$ cat src/include/ttc_pkg.sv
// Purpose: Shared constants and types for the tape timer BCD down counter.
// Assumes: 20 MHz system clock; digit slots paced at 432 kHz.
// Notes: Summary list below names the behaviour the block keeps.
//
// Summary of operation
// Eight BCD digits recirculate, one per slot.
// Down mode keeps adder carry input zero.
// No pulse or borrow: digits recirculate unchanged.
// Boundary detector adds zero when counting down.
// Least digit modulus follows tape speed.
// Reload equals modulus plus fifteen, mod sixteen.
// Pending tach sets carry at t0.
// Result fifteen flags borrow, sets carry.
// On borrow, reload value replaces adder result.
// Later slots decrement when carry was set.
// Carry output disabled during slot t7.
// Abort low forces carry output low.
// Transport asserts abort when tape runs out.
// Direction sampled per slot edge; low counts down.
// Clear low zeroes digits, blocks tach, carry.
// Tach held pending until next t0 sample.
package ttc_pkg;
	// Clock and slot pacing
	localparam int unsigned CLK_HZ = 20_000_000;
	localparam int unsigned SLOT_HZ = 432_000;
	// Longest slot that fits the slot rate, rounded down
	localparam int unsigned SLOT_CYC = CLK_HZ / SLOT_HZ;
	// Digit geometry
	localparam int DIGITS = 8;
	localparam int DIGIT_W = 4;
	typedef logic [DIGIT_W-1:0] ttc_digit_t;
	typedef logic [2:0] ttc_slot_t;
	localparam ttc_slot_t FIRST_SLOT = 3'h0;
	localparam ttc_slot_t LAST_SLOT = 3'h7;
	localparam ttc_digit_t DIGIT_ZERO = 4'h0;
	// All ones: zero minus one, also add-fifteen operand
	localparam ttc_digit_t DIGIT_ALL1 = 4'hf;
	// Least digit modulus per speed select code
	localparam logic [1:0] SPD_30 = 2'h0;
	localparam logic [1:0] SPD_15 = 2'h1;
	localparam logic [1:0] SPD_7P5 = 2'h2;
	localparam ttc_digit_t MOD_30 = 4'h8;
	localparam ttc_digit_t MOD_15 = 4'h4;
	localparam ttc_digit_t MOD_7P5 = 4'h2;
	localparam ttc_digit_t MOD_3P75 = 4'h1;
	// Moduli of digits t7..t1, t1 in the low nibble
	localparam logic [27:0] MOD_UPPER = 28'ha6a6aaa;
	// Register byte offsets
	localparam logic [3:0] REG_CTRL = 4'h0;
	localparam logic [3:0] REG_STAT = 4'h4;
	localparam logic [3:0] REG_COUNT = 4'h8;
	localparam logic [31:0] CTRL_RST = 32'h0;
	localparam int CTRL_CLR_BIT = 0;
	localparam int STAT_DIR_BIT = 0;
	localparam int STAT_ABORT_BIT = 1;
	localparam int STAT_CLR_BIT = 2;
	localparam int STAT_PEND_BIT = 3;
	localparam int STAT_SLOT_LSB = 4;
	// Bus responses
	localparam logic [1:0] RESP_OKAY = 2'h0;
	localparam logic [1:0] RESP_SLVERR = 2'h2;
endpackage

$ cat src/include/ttc_store_if.sv
// Purpose: Port bundle between the counter core and its digit store.
// Assumes: One write and one registered read per clock.
// Notes: Address is the digit slot.
`timescale 1ns/10ps
`default_nettype none
interface ttc_store_if;
	logic [2:0] addr; // Digit slot addressed
	logic wr_en; // Write back this cycle
	logic [3:0] wr_data; // Digit written back
	logic [3:0] rd_data; // Registered read of addr
	modport ctrl (output addr, output wr_en, output wr_data, input rd_data);
	modport store (input addr, input wr_en, input wr_data, output rd_data);
endinterface
`default_nettype wire

$ cat src/rtl/ttc_digit_alu.sv
// Purpose: Digit adder, boundary detector and reload path in down mode.
// Assumes: Digit operands are 4-bit, sums wrap modulo sixteen.
// Notes: Purely combinational.
`timescale 1ns/10ps
`default_nettype none
module ttc_digit_alu (
	input wire ttc_pkg::ttc_digit_t digit_i,
	input wire logic dec_i,
	input wire ttc_pkg::ttc_digit_t mod_i,
	output ttc_pkg::ttc_digit_t sum_o,
	output ttc_pkg::ttc_digit_t reload_o,
	output logic borrow_o
);
	import ttc_pkg::*;

	ttc_digit_t b_op; // Second adder operand
	ttc_digit_t bound; // Boundary detector output

	// zero carry in
	assign b_op = dec_i ? DIGIT_ALL1 : DIGIT_ZERO;
	assign sum_o = digit_i + b_op;
	// detector adds zero
	assign bound = sum_o + DIGIT_ZERO;
	// fifteen flags borrow
	assign borrow_o = dec_i && (bound == DIGIT_ALL1);
	// modulus plus fifteen
	assign reload_o = mod_i + DIGIT_ALL1;
endmodule
`default_nettype wire

$ cat src/rtl/ttc_digit_store.sv
// Purpose: Eight-digit store that stands in for the recirculating register.
// Assumes: Read data one clock after the address.
// Notes: Zeroed by reset so the count starts defined.
`timescale 1ns/10ps
`default_nettype none
module ttc_digit_store #(
	parameter int DEPTH = 8
) (
	input wire logic mclk_i,
	input wire logic resetn_i,
	ttc_store_if.store st
);
	import ttc_pkg::*;

	ttc_digit_t mem_q [DEPTH]; // Digit storage
	ttc_digit_t rd_q; // Registered read port

	////////////////////////////////////////////////////////////////
	// Storage write
	always_ff @(posedge mclk_i or negedge resetn_i)
	begin
		if (!resetn_i)
		begin
			for (int i = 0; i < DEPTH; i++)
			begin
				mem_q[i] <= DIGIT_ZERO;
			end
		end
		else if (st.wr_en)
		begin
			mem_q[st.addr] <= st.wr_data;
		end
	end

	// Registered read, so the core sees a flop output
	always_ff @(posedge mclk_i or negedge resetn_i)
	begin
		if (!resetn_i)
			rd_q <= DIGIT_ZERO;
		else
			rd_q <= mem_q[st.addr];
	end

	assign st.rd_data = rd_q;
endmodule
`default_nettype wire

$ cat src/rtl/ttc_tape_timer.sv
// Purpose: Eight-digit BCD tape timer counting tach pulses down.
// Assumes: Transport pins asynchronous; AXI4-Lite on mclk_i.
// Notes: In up direction the digits are held; up counting lives elsewhere.
//
// Implementation choices: register access over AXI4-Lite and the register addresses.
`timescale 1ns/10ps
`default_nettype none
module ttc_tape_timer #(
	parameter int ADDR_W = 4
) (
	input wire logic mclk_i,
	input wire logic resetn_i,
	input wire logic tach_i,
	input wire logic tape_direction_command_i,
	input wire logic counter_clear_n_i,
	input wire logic abort_n_i,
	input wire logic [1:0] speed_sel_i,
	output logic [31:0] count_o,
	input wire logic [ADDR_W-1:0] s_axi_awaddr_i,
	input wire logic s_axi_awvalid_i,
	output logic s_axi_awready_o,
	input wire logic [31:0] s_axi_wdata_i,
	input wire logic [3:0] s_axi_wstrb_i,
	input wire logic s_axi_wvalid_i,
	output logic s_axi_wready_o,
	output logic [1:0] s_axi_bresp_o,
	output logic s_axi_bvalid_o,
	input wire logic s_axi_bready_i,
	input wire logic [ADDR_W-1:0] s_axi_araddr_i,
	input wire logic s_axi_arvalid_i,
	output logic s_axi_arready_o,
	output logic [31:0] s_axi_rdata_o,
	output logic [1:0] s_axi_rresp_o,
	output logic s_axi_rvalid_o,
	input wire logic s_axi_rready_i
);
	import ttc_pkg::*;

	localparam logic [5:0] SLOT_END = 6'(SLOT_CYC - 1); // Last cycle of a slot

	// Pin synchronisers: tach, dir, clear, abort, speed[1:0]
	logic [5:0] pin_meta_q;
	logic [5:0] pin_sync_q;
	logic tach_s, dir_s, clear_n_s, abort_n_s;
	logic [1:0] speed_s;
	logic tach_prev_q; // For tach edge detection
	logic tach_edge;
	// Slot pacing
	logic [5:0] cyc_q;
	ttc_slot_t slot_q;
	logic tick; // Last cycle of the current slot
	// Counter state
	logic carry_q; // Carry flip-flop
	logic pend_q; // Tach pending for next t0
	logic dir_up_q; // Direction latch, high is up and holds the digits
	logic ctrl_clr_q; // Software clear
	logic [31:0] count_q; // Shadow of all digits
	// Datapath
	logic clr;
	logic carry_eff;
	ttc_digit_t mod_cur, sum, reload, wr_digit;
	logic borrow;
	// Bus slave state
	logic aw_full_q, w_full_q, bvalid_q, rvalid_q;
	logic [ADDR_W-1:0] awaddr_q;
	logic [31:0] wdata_q;
	logic [3:0] wstrb_q;
	logic [1:0] bresp_q, rresp_q;
	logic [31:0] rdata_q;
	logic do_wr;

	ttc_store_if st ();

	////////////////////////////////////////////////////////////////
	// Two-flop synchronisers for every transport pin
	always_ff @(posedge mclk_i or negedge resetn_i)
	begin
		if (!resetn_i)
		begin
			pin_meta_q <= 6'h0;
			pin_sync_q <= 6'h0;
		end
		else
		begin
			pin_meta_q <= {speed_sel_i, abort_n_i, counter_clear_n_i,
				tape_direction_command_i, tach_i};
			pin_sync_q <= pin_meta_q;
		end
	end

	assign tach_s = pin_sync_q[0];
	assign dir_s = pin_sync_q[1];
	assign clear_n_s = pin_sync_q[2];
	assign abort_n_s = pin_sync_q[3];
	assign speed_s = pin_sync_q[5:4];

	// Edge detector reads only the settled stage
	always_ff @(posedge mclk_i or negedge resetn_i)
	begin
		if (!resetn_i)
			tach_prev_q <= 1'b0;
		else
			tach_prev_q <= tach_s;
	end

	assign tach_edge = tach_s && !tach_prev_q;

	////////////////////////////////////////////////////////////////
	// Slot pacing at the slot rate
	always_ff @(posedge mclk_i or negedge resetn_i)
	begin
		if (!resetn_i)
			cyc_q <= 6'h0;
		else if (tick)
			cyc_q <= 6'h0;
		else
			cyc_q <= cyc_q + 6'h1;
	end

	assign tick = (cyc_q == SLOT_END);

	// one digit per slot
	always_ff @(posedge mclk_i or negedge resetn_i)
	begin
		if (!resetn_i)
			slot_q <= FIRST_SLOT;
		else if (tick)
			slot_q <= slot_q + 3'h1;
	end

	////////////////////////////////////////////////////////////////
	// Direction latch
	// sampled on slot edge
	always_ff @(posedge mclk_i or negedge resetn_i)
	begin
		if (!resetn_i)
			dir_up_q <= 1'b0;
		else if (tick)
			dir_up_q <= dir_s;
	end

	// clear from pin or software
	assign clr = !clear_n_s || ctrl_clr_q;

	// capture tach until t0
	always_ff @(posedge mclk_i or negedge resetn_i)
	begin
		if (!resetn_i)
			pend_q <= 1'b0;
		else if (clr)
			pend_q <= 1'b0;
		else if (tach_edge)
			pend_q <= 1'b1; // Set wins over the t0 consume
		else if (tick && slot_q == LAST_SLOT)
			pend_q <= 1'b0;
	end

	// Carry flip-flop, updated at each slot boundary
	always_ff @(posedge mclk_i or negedge resetn_i)
	begin
		if (!resetn_i)
			carry_q <= 1'b0;
		else if (tick)
		begin
			if (clr)
				carry_q <= 1'b0;
			// pending tach arms t0
			else if (slot_q == LAST_SLOT)
				carry_q <= pend_q;
			// borrow arms next digit
			else
				carry_q <= borrow;
		end
	end

	// gated off in t7
	// abort forces low
	assign carry_eff = carry_q && (slot_q != LAST_SLOT) && abort_n_s
		&& !clr && !dir_up_q;

	////////////////////////////////////////////////////////////////
	// Modulus for the digit in the current slot
	// speed picks least modulus
	always_comb
	begin
		mod_cur = MOD_UPPER[{slot_q - 3'h1, 2'b00} +: 4];
		if (slot_q == FIRST_SLOT)
		begin
			case (speed_s)
				SPD_30: mod_cur = MOD_30;
				SPD_15: mod_cur = MOD_15;
				SPD_7P5: mod_cur = MOD_7P5;
				default: mod_cur = MOD_3P75;
			endcase
		end
	end

	// decrement when carry set
	ttc_digit_alu u_alu (
		.digit_i(st.rd_data),
		.dec_i(carry_eff),
		.mod_i(mod_cur),
		.sum_o(sum),
		.reload_o(reload),
		.borrow_o(borrow)
	);

	// Write-back selection
	always_comb
	begin
		if (clr)
			wr_digit = DIGIT_ZERO;
		// reload replaces sum
		else if (borrow)
			wr_digit = reload;
		// unchanged without decrement
		else
			wr_digit = sum;
	end

	assign st.addr = slot_q;
	assign st.wr_en = tick;
	assign st.wr_data = wr_digit;

	ttc_digit_store #(
		.DEPTH(DIGITS)
	) u_store (
		.mclk_i(mclk_i),
		.resetn_i(resetn_i),
		.st(st)
	);

	// Shadow copy so software sees all digits at once
	always_ff @(posedge mclk_i or negedge resetn_i)
	begin
		if (!resetn_i)
			count_q <= 32'h0;
		else if (tick)
			count_q[{slot_q, 2'b00} +: 4] <= wr_digit;
	end

	assign count_o = count_q;

	////////////////////////////////////////////////////////////////
	// AXI4-Lite write channels, taken in either order
	assign s_axi_awready_o = !aw_full_q && !bvalid_q;
	assign s_axi_wready_o = !w_full_q && !bvalid_q;
	assign do_wr = aw_full_q && w_full_q && !bvalid_q;

	always_ff @(posedge mclk_i or negedge resetn_i)
	begin
		if (!resetn_i)
		begin
			aw_full_q <= 1'b0;
			awaddr_q <= '0;
		end
		else if (s_axi_awvalid_i && s_axi_awready_o)
		begin
			aw_full_q <= 1'b1;
			awaddr_q <= s_axi_awaddr_i;
		end
		else if (do_wr)
			aw_full_q <= 1'b0;
	end

	always_ff @(posedge mclk_i or negedge resetn_i)
	begin
		if (!resetn_i)
		begin
			w_full_q <= 1'b0;
			wdata_q <= 32'h0;
			wstrb_q <= 4'h0;
		end
		else if (s_axi_wvalid_i && s_axi_wready_o)
		begin
			w_full_q <= 1'b1;
			wdata_q <= s_axi_wdata_i;
			wstrb_q <= s_axi_wstrb_i;
		end
		else if (do_wr)
			w_full_q <= 1'b0;
	end

	// Write response; only the control word is writable
	always_ff @(posedge mclk_i or negedge resetn_i)
	begin
		if (!resetn_i)
		begin
			bvalid_q <= 1'b0;
			bresp_q <= RESP_OKAY;
		end
		else if (do_wr)
		begin
			bvalid_q <= 1'b1;
			bresp_q <= (awaddr_q == REG_CTRL) ? RESP_OKAY : RESP_SLVERR;
		end
		else if (s_axi_bready_i)
			bvalid_q <= 1'b0;
	end

	assign s_axi_bvalid_o = bvalid_q;
	assign s_axi_bresp_o = bresp_q;

	// Control register, low byte lane only
	always_ff @(posedge mclk_i or negedge resetn_i)
	begin
		if (!resetn_i)
			ctrl_clr_q <= CTRL_RST[CTRL_CLR_BIT];
		else if (do_wr && awaddr_q == REG_CTRL && wstrb_q[0])
			ctrl_clr_q <= wdata_q[CTRL_CLR_BIT];
	end

	// Read channel: one-cycle registered answer
	assign s_axi_arready_o = !rvalid_q;

	always_ff @(posedge mclk_i or negedge resetn_i)
	begin
		if (!resetn_i)
		begin
			rvalid_q <= 1'b0;
			rdata_q <= 32'h0;
			rresp_q <= RESP_OKAY;
		end
		else if (s_axi_arvalid_i && s_axi_arready_o)
		begin
			rvalid_q <= 1'b1;
			rresp_q <= RESP_OKAY;
			rdata_q <= 32'h0;
			case (s_axi_araddr_i)
				REG_CTRL: rdata_q[CTRL_CLR_BIT] <= ctrl_clr_q;
				REG_STAT:
				begin
					rdata_q[STAT_DIR_BIT] <= dir_up_q;
					rdata_q[STAT_ABORT_BIT] <= !abort_n_s;
					rdata_q[STAT_CLR_BIT] <= clr;
					rdata_q[STAT_PEND_BIT] <= pend_q;
					rdata_q[STAT_SLOT_LSB +: 3] <= slot_q;
				end
				REG_COUNT: rdata_q <= count_q;
				default: rresp_q <= RESP_SLVERR;
			endcase
		end
		else if (s_axi_rready_i)
			rvalid_q <= 1'b0;
	end

	assign s_axi_rvalid_o = rvalid_q;
	assign s_axi_rdata_o = rdata_q;
	assign s_axi_rresp_o = rresp_q;
endmodule
`default_nettype wire

$ cat config.mk
export PLATFORM = sky130hd
export DESIGN_NAME = ttc_tape_timer
export DESIGN_NICKNAME = d
export VERILOG_FILES = /design/src/include/ttc_pkg.sv /design/src/include/ttc_store_if.sv /design/src/rtl/ttc_digit_alu.sv /design/src/rtl/ttc_digit_store.sv /design/src/rtl/ttc_tape_timer.sv
export SDC_FILE = /design/constraint.sdc
export NUM_CORES = 1
export LEC_CHECK = 0
export ABC_CLOCK_PERIOD_IN_PS = 12080
export BUFFER_PORTS_ARGS = -buffer_cell sky130_fd_sc_hd__buf_2
export CORE_ASPECT_RATIO = 1.25
export CORE_MARGIN = 2
export CORE_UTILIZATION = 30
export CTS_BUF_LIST = sky130_fd_sc_hd__clkbuf_8
export DETAILED_ROUTE_END_ITERATION = 10
export SYNTH_ARGS = -nofsm -noshare
export SYNTH_HDL_FRONTEND = slang
export SYNTH_HIERARCHICAL = 1
export SYNTH_SLANG_ARGS = --single-unit
$ cat constraint.sdc
create_clock -name mclk_i -period 12.08 [get_ports mclk_i]
set_input_delay 0.604 -clock mclk_i [delete_from_list [all_inputs] [get_ports mclk_i]]
set_output_delay 0.604 -clock mclk_i [all_outputs]
set_load 0.1 [all_outputs]
# --- After elaboration in Yosys (flattened, before gate mapping) ---
# Cells that the tools add are included.
totals:
  inputBits: 57
  latch_bits: 0
  memories: 0
  ramBits: 0
  romBits: 0
  regBits: 140
  word_cells: 116
classes:
  shifts: 3
  n_eq_ne: 8
  bitwise: 1
  multipliers: 0
  n_addsub: 6
  div: 0
  muxes: 30
  reduce_logical: 37
  order_cmp: 2
op_table:
  columns: ["operator", "n"]
  rows:
  - ["bitwise mux 32 bit", 2]
  - ["variable shift 4 x 7 -> 32 bit, first input constant", 1]
  - ["variable part select 4 x 7 -> 32 bit", 1]
  - ["2-to-1 mux 4 bit", 7]
  - ["variable part select 28 x 6 -> 4 bit, first input constant", 1]
  - ["2-to-1 mux 25 bit", 1]
  - ["logical AND 1 bit", 17]
  - ["binary-select mux 4 bit (select 3 bit)", 1]
  - ["demux 4 bit (select 3 bit)", 1]
  - ["2-to-1 mux 1 bit", 12]
  - ["case mux 4 bit (3 select lines)", 1]
  - ["case mux 6 bit (2 select lines)", 1]
  - ["logical NOT 1 bit", 9]
  - ["equality test 4 bit, second input constant", 2]
  - ["logical NOT 4 bit", 2]
  - ["nonzero test 2 bit", 4]
  - ["negation 5 -> 7 bit", 1]
  - ["adder 6 x 1 -> 6 bit, second input constant", 1]
  - ["equality test 6 bit, second input constant", 1]
  - ["2-to-1 mux 6 bit", 1]
  - ["adder 4 bit", 1]
  - ["adder 4 bit, second input constant", 1]
  - ["equality test 4 x 3 -> 1 bit, second input constant", 1]
  - ["greater-or-equal comparator 4 bit, second input constant", 1]
  - ["15 further kinds", 16]

# --- Depth between registers and ports, before layout ---
depth:
  ltp_word: 13
  ltp_mapped: 14

# --- Modules after synthesis ---
# Netlist, hierarchy kept.
modules_own_cells:
  columns: ["mod", "n_inst", "area_per_inst_um2", "cells_per_inst", "seq_area_each_um2"]
  rows:
  - ["ttc_tape_timer", 1, 4354.2, 343, 2552.4]
  - ["ttc_digit_store", 1, 1650.3, 122, 900.9]
  - ["ttc_digit_alu", 1, 195.2, 24, 0.0]

# --- Least setup slack after synthesis ---
# No wires, ideal clock.
synth_timing:
  path_kind: "register to register"
  from: "register slot_q[1]"
  to: "register u_store/mem_q[20] (netlist bit)"
  path_buffers: 1
  setup_ns: 0.128
  synth_period_minus_slack_ns: 3.885
  setup_slack_ns: 8.195
  required_ns: 11.952
  arrival_ns: 3.758
  stages_incl_launch_ff: 15
  path_cell_list: "dfrtp_1 > ha_1 > ha_1 > nand2b_1 > nor4_1 > ha_1 > inv_1 > fa_1 > xnor2_1 > nand4_1 > a21oi_1 > clkbuf_1 > mux2i_1 > nor2_1 > mux2_1"
synth_between:
  elab_chain_cells: 12
  elab_cells_between_ends: 23
  cone_classes: "3 x add/sub; 2 x order compare; 2 x eq/ne; 1 x shift; 7 x mux; 1 x bitwise; 7 x reduce/logical"
synth_rtl:
  columns: ["item", "line_no", "source"]
  rows:
  - ["start: declaration", "ttc_tape_timer.sv:50", "ttc_slot_t slot_q;"]
  - ["start signal: assignment", "ttc_tape_timer.sv:128", "slot_q <= slot_q + 3'h1;"]
  - ["!= test 3 bit", "ttc_tape_timer.sv:178", "assign carry_eff = carry_q && (slot_q != LAST_SLOT) && abort_n_s"]
  - ["logical AND 1 bit (2 in series)", "ttc_tape_timer.sv:178", null]
  - ["logical AND 1 bit (2 in series)", "ttc_tape_timer.sv:179", "&& !clr && !dir_up_q;"]
  - ["net carry_eff", "ttc_tape_timer.sv:60", "logic carry_eff;"]
  - ["2-to-1 mux 4 bit", "ttc_digit_alu.sv:20", "assign b_op = dec_i ? DIGIT_ALL1 : DIGIT_ZERO;"]
  - ["adder 4 bit", "ttc_digit_alu.sv:21", "assign sum_o = digit_i + b_op;"]
  - ["net sum[2]", "ttc_tape_timer.sv:61", "ttc_digit_t mod_cur, sum, reload, wr_digit;"]
  - ["equality test 4 bit", "ttc_digit_alu.sv:25", "assign borrow_o = dec_i && (bound == DIGIT_ALL1);"]
  - ["logical AND 1 bit", "ttc_digit_alu.sv:25", null]
  - ["net borrow", "ttc_tape_timer.sv:62", "logic borrow;"]
  - ["2-to-1 mux 4 bit", "ttc_tape_timer.sv:214", "else if (borrow)"]
  - ["2-to-1 mux 4 bit", "ttc_tape_timer.sv:211", "if (clr)"]
  - ["net st.wr_data[0]", "ttc_store_if.sv:9", "logic [3:0] wr_data;"]
  - ["bitwise mux 32 bit", "ttc_digit_store.sv:31", "mem_q[st.addr] <= st.wr_data;"]
  - ["end signal: indexed assignment", "ttc_digit_store.sv:31", null]
  - ["end: declaration", "ttc_digit_store.sv:15", "ttc_digit_t mem_q [DEPTH];"]
# The timed path passes the listed nets, and every way through them passes these cells.
# A chain may end at the register's enable or synchronous reset.

# --- Final worst setup path ---
# Same ends and word-level chain as after synthesis.

==> results.tsv <==
stage	metric	value	unit
run_status	status	finished, final reports clean	
route	DRT iter0 DRCs	238	
power	Switch Pwr	306	uW
synthesis	area fraction of the dominant cell type after synthesis	0.557	
setup_path	worst setup path class	register to register	
timing	worst-margin pin slew	1.01	ns
route	ANT nets after route	0	
route	via count	4183	
global_routing	pin count of the biggest net entering global routing	76	
global_routing	first-pass GRT wire length	22100	um
global_routing	antenna violations before repair	0	
setup_path	Reg2Reg Depth	13	
placement	Final HPWL DP	9730	um
synthesis	register area share after synthesis	0.557	
route	WL/cell	15.6	um
setup_path	R2R Setup Slk	6.78	ns
global_routing	M1 GR Usage	0.150	
layout	Area growth syn-to-layout	18.5	%
synthesis	Synth Area per Inst	12.7	sq um
power	Overall Power	1040	uW
layout	n_diodes	0	
placement	placed cell count	833	
power	power per cell area	142	mW/mm^2
synthesis	Netlist cell types	55	
global_routing	gr usage total	0.129	
synthesis	ys flop type	dfrtp_1	
clock_tree	post-CTS setup buffer count	0	
layout	most frequent cells in the layout	dfrtp_1, buf_2, mux2_2, nor2_1, a22o_1	
clock_tree	root buf cell	clkbuf_8	
setup_path	r2r endpoint	u_store/mem_q[20]	
setup_path	CP Launch Type	register	
clock_tree	clk slew on worst S/H paths	0.08	ns
clock_tree	CTS H-tree depth	4	
setup_path	WP data arrival	5.63	ns
synthesis	cell area after synthesis	0.00620	sq mm
synthesis	cell type with the largest total area after synthesis	dfrtp_1	
hold_path	HP Class	input port to async pin	
route	DRC violations left	0	
clock_tree	CTS Hold Buffers Added	0	
setup_path	worst r2r src	slot_q[1]	
route	drt first pass iters	4	
layout	nets@finish	656	
power	clock power share	0.376	
synthesis	Post-synth EDFFs	0	
global_routing	GR Util met3	0.0331	
setup_path	cell mode on critical path	ha_1	
setup_path	crit end category	register	
layout	share of layout cells above drive strength 1	0.348	
route	Routed WL	13500	um
global_routing	total global routing overflow	0	
power	Seq pwr share	0.483	
power	logic gate share of total power	0.141	
floorplanning	DIE WIDTH	133	um
synthesis	yosys warns	6	
timing	Finish-stage setup viols	0	
floorplanning	Placement Rows	58	
global_routing	number of global-route vias before repair	4283	
floorplanning	I/O Pins	130	
setup_path	Crit path largest cell delay	0.74	ns
power	LEAKAGE	0.00369	uW
timing	hold slack	0.172	ns
setup_path	CP max-delay cell	nor4_1	
timing	RSZ-0062 raised after global routing	no	
timing	Hold Violations, Final	0	
timing	Max Fclk	189	MHz
timing	post-route minimum period	5.30	ns
clock_tree	number of CTS-inserted buffers	17	
placement	Placer Congestion	0.801	
clock_tree	clock sinks	138	
power	sw frac	0.294	
global_routing	met2 GRT Util	0.229	
timing	Pins Over Slew Limit	0	
synthesis	asr flop ratio synth	1.00	
setup_path	buffers and inverters on the worst path	1	
layout	final non-filler cell total	865	
global_routing	busiest grt layer	met2	
setup_path	CP Max Fanout	22	
synthesis	Synth Instances	489	
timing	Final period util	0.439	
timing	Worst Clk Skew	0.0178	ns
clock_tree	Resize count post-CTS	0	
job	Max-cap violations	0	
power	Int Pwr	735	uW
floorplanning	Chip Height	165	um
layout	most common cell after layout, fill and taps aside	dfrtp_1	
setup_path	sequence of cells on the critical path	ha_1 > ha_1 > nand2b_1 > nor4_1 > ha_1 > inv_1 > fa_1 > xnor2_1 > nand4_1 > a21oi_1 > mux2i_1 > nor2_1 > mux2_1	
timing	Slew headroom	0.320	
clock_tree	TritonCTS clock tree	yes	
timing	setup tns final	0	ns
synthesis	Seq cells post-synth	138	
floorplanning	core region area	0.0202	sq mm
setup_path	CP delay by family, top	simple AND/OR/NAND/NOR gates	
synthesis	top cells by area, synth	dfrtp_1, mux2_2, a22o_1, ha_1, mux2_1	
route	vias per cell	4.84	
setup_path	CP required	12.41	ns
floorplanning	die area	0.0218	sq mm
clock_tree	Longest Clk Path Bufs	2	
placement	Port Buffers	93	
floorplanning	Initial Utilization	0.307	
clock_tree	worst skew pair latency	0.44	ns
power	Max VDD drop	0.0000876	V
worst register-to-register path: cells and delay by family (launching register included):
family | cells | cell delay [ns]
adders and majority gates | 4 | 1.30
buffers and inverters | 1 | 0.06
AOI/OAI and AO/OA | 1 | 0.49
xor gates and xnor gates | 1 | 0.22
and+or+nand+nor | 4 | 1.40
DFF | 1 | 0.69
muxes | 2 | 1.04
power by group through the flow:
| stage | Sequential (uW) | Combinational, uW | Clock, uW |
|---|---|---|---|
| finish | 503 | 147 | 391 |
| detailed placement | 512 | 148 | 0 |
| floorplan | 544 | 79.2 | 0 |
| CTS | 502 | 149 | 405 |
| global route | 506 | 157 | 425 |
| global placement | 510 | 144 | 0 |
layer usage:
| layer | vias to the layer above | part of all wire | wire length (um) |
|---|---|---|---|
| met5 | - | 0 | 0 |
| met4 | 0 | 0.015 | 196 |
| met3 | 17 | 0.046 | 620 |
| met2 | 122 | 0.52 | 6980 |
| met1 | 2102 | 0.42 | 5720 |
| li1 | 1942 | - | - |
sequential cells by signal, summed over array words and instances, names as in the netlist, 3 cells and up:
name                flops
pin_sync_q              6
cyc_q                   6
s_axi_rdata_o          32
pin_meta_q              6
awaddr_q                4
u_store/st.rd_data      4
slot_q                  3
count_o                32
u_store/mem_q          32
metrics by stage:
stage | area [sq um] | utilization | setup WS [ns]
5_1_grt | 7350 | 0.364 | 6.47
3_5_place_dp | 6920 | 0.343 | 6.77
6_report | 7350 | 0.364 | 6.78
4_1_cts | 7350 | 0.364 | 6.74
2_1_floorplan | 6200 | - | 8.19
3_3_place_gp | 6920 | 0.343 | 6.99
cell usage after synthesis (all sizes together), types with 2 or more instances:
| library cell | count |
|---|---|
| mux2 | 77 |
| nor3 | 19 |
| dfrtp | 138 |
| a21oi | 8 |
| xor2 | 5 |
| nand2b | 8 |
| mux2i | 13 |
| xnor2 | 3 |
| inv | 18 |
| or3 | 2 |
| nor2b | 5 |
| o21ai | 22 |
| a311o | 2 |
| a21o | 2 |
| a22oi | 9 |
| nand4 | 4 |
| nor4 | 6 |
| nand3 | 8 |
| ha | 16 |
| nor4b | 3 |
| a211oi | 3 |
| clkbuf | 11 |
| a22o | 25 |
| and3 | 3 |
| buf | 14 |
| nand2 | 20 |
| nor2 | 27 |
layout make-up:
cell class,count,area [sq um]
clock buffer,23,317
tap,270,338
clock inverter,9,111
multi-input combinational,309,2550
timing repair buffer,98,509
inverter,18,67.6
sequential,138,3450
fill,2029,12800
cells by family (layout without fill, tap and decap cells):
logic type | Yosys count | count (layout) | share of synthesized area
AO/OA/AOI/OAI | 79 | 79 | 0.0902
XOR/XNOR | 9 | 9 | 0.0149
adder cells (fa/ha/maj) | 17 | 17 | 0.0355
buffers and inverters | 43 | 148 | 0.0321
flip-flops | 138 | 138 | 0.557
multiplexers | 90 | 90 | 0.161
other | 1 | 2 | 0.000605
AND/OR/NAND/NOR | 112 | 112 | 0.109
worst max path at each step:
stage	endpoint	slack (ns)	depth (start not counted)	from
2_1_floorplan	u_store/mem_q[20]	8.19	14	slot_q[1]
3_3_place_gp	u_store/mem_q[21]	6.99	13	slot_q[1]
3_5_place_dp	u_store/mem_q[20]	6.77	13	slot_q[1]
4_1_cts	u_store/mem_q[20]	6.74	13	slot_q[1]
5_1_grt	u_store/mem_q[20]	6.47	13	slot_q[1]
6_report	u_store/mem_q[20]	6.78	13	slot_q[1]
Power figures use the tool's default switching activity.
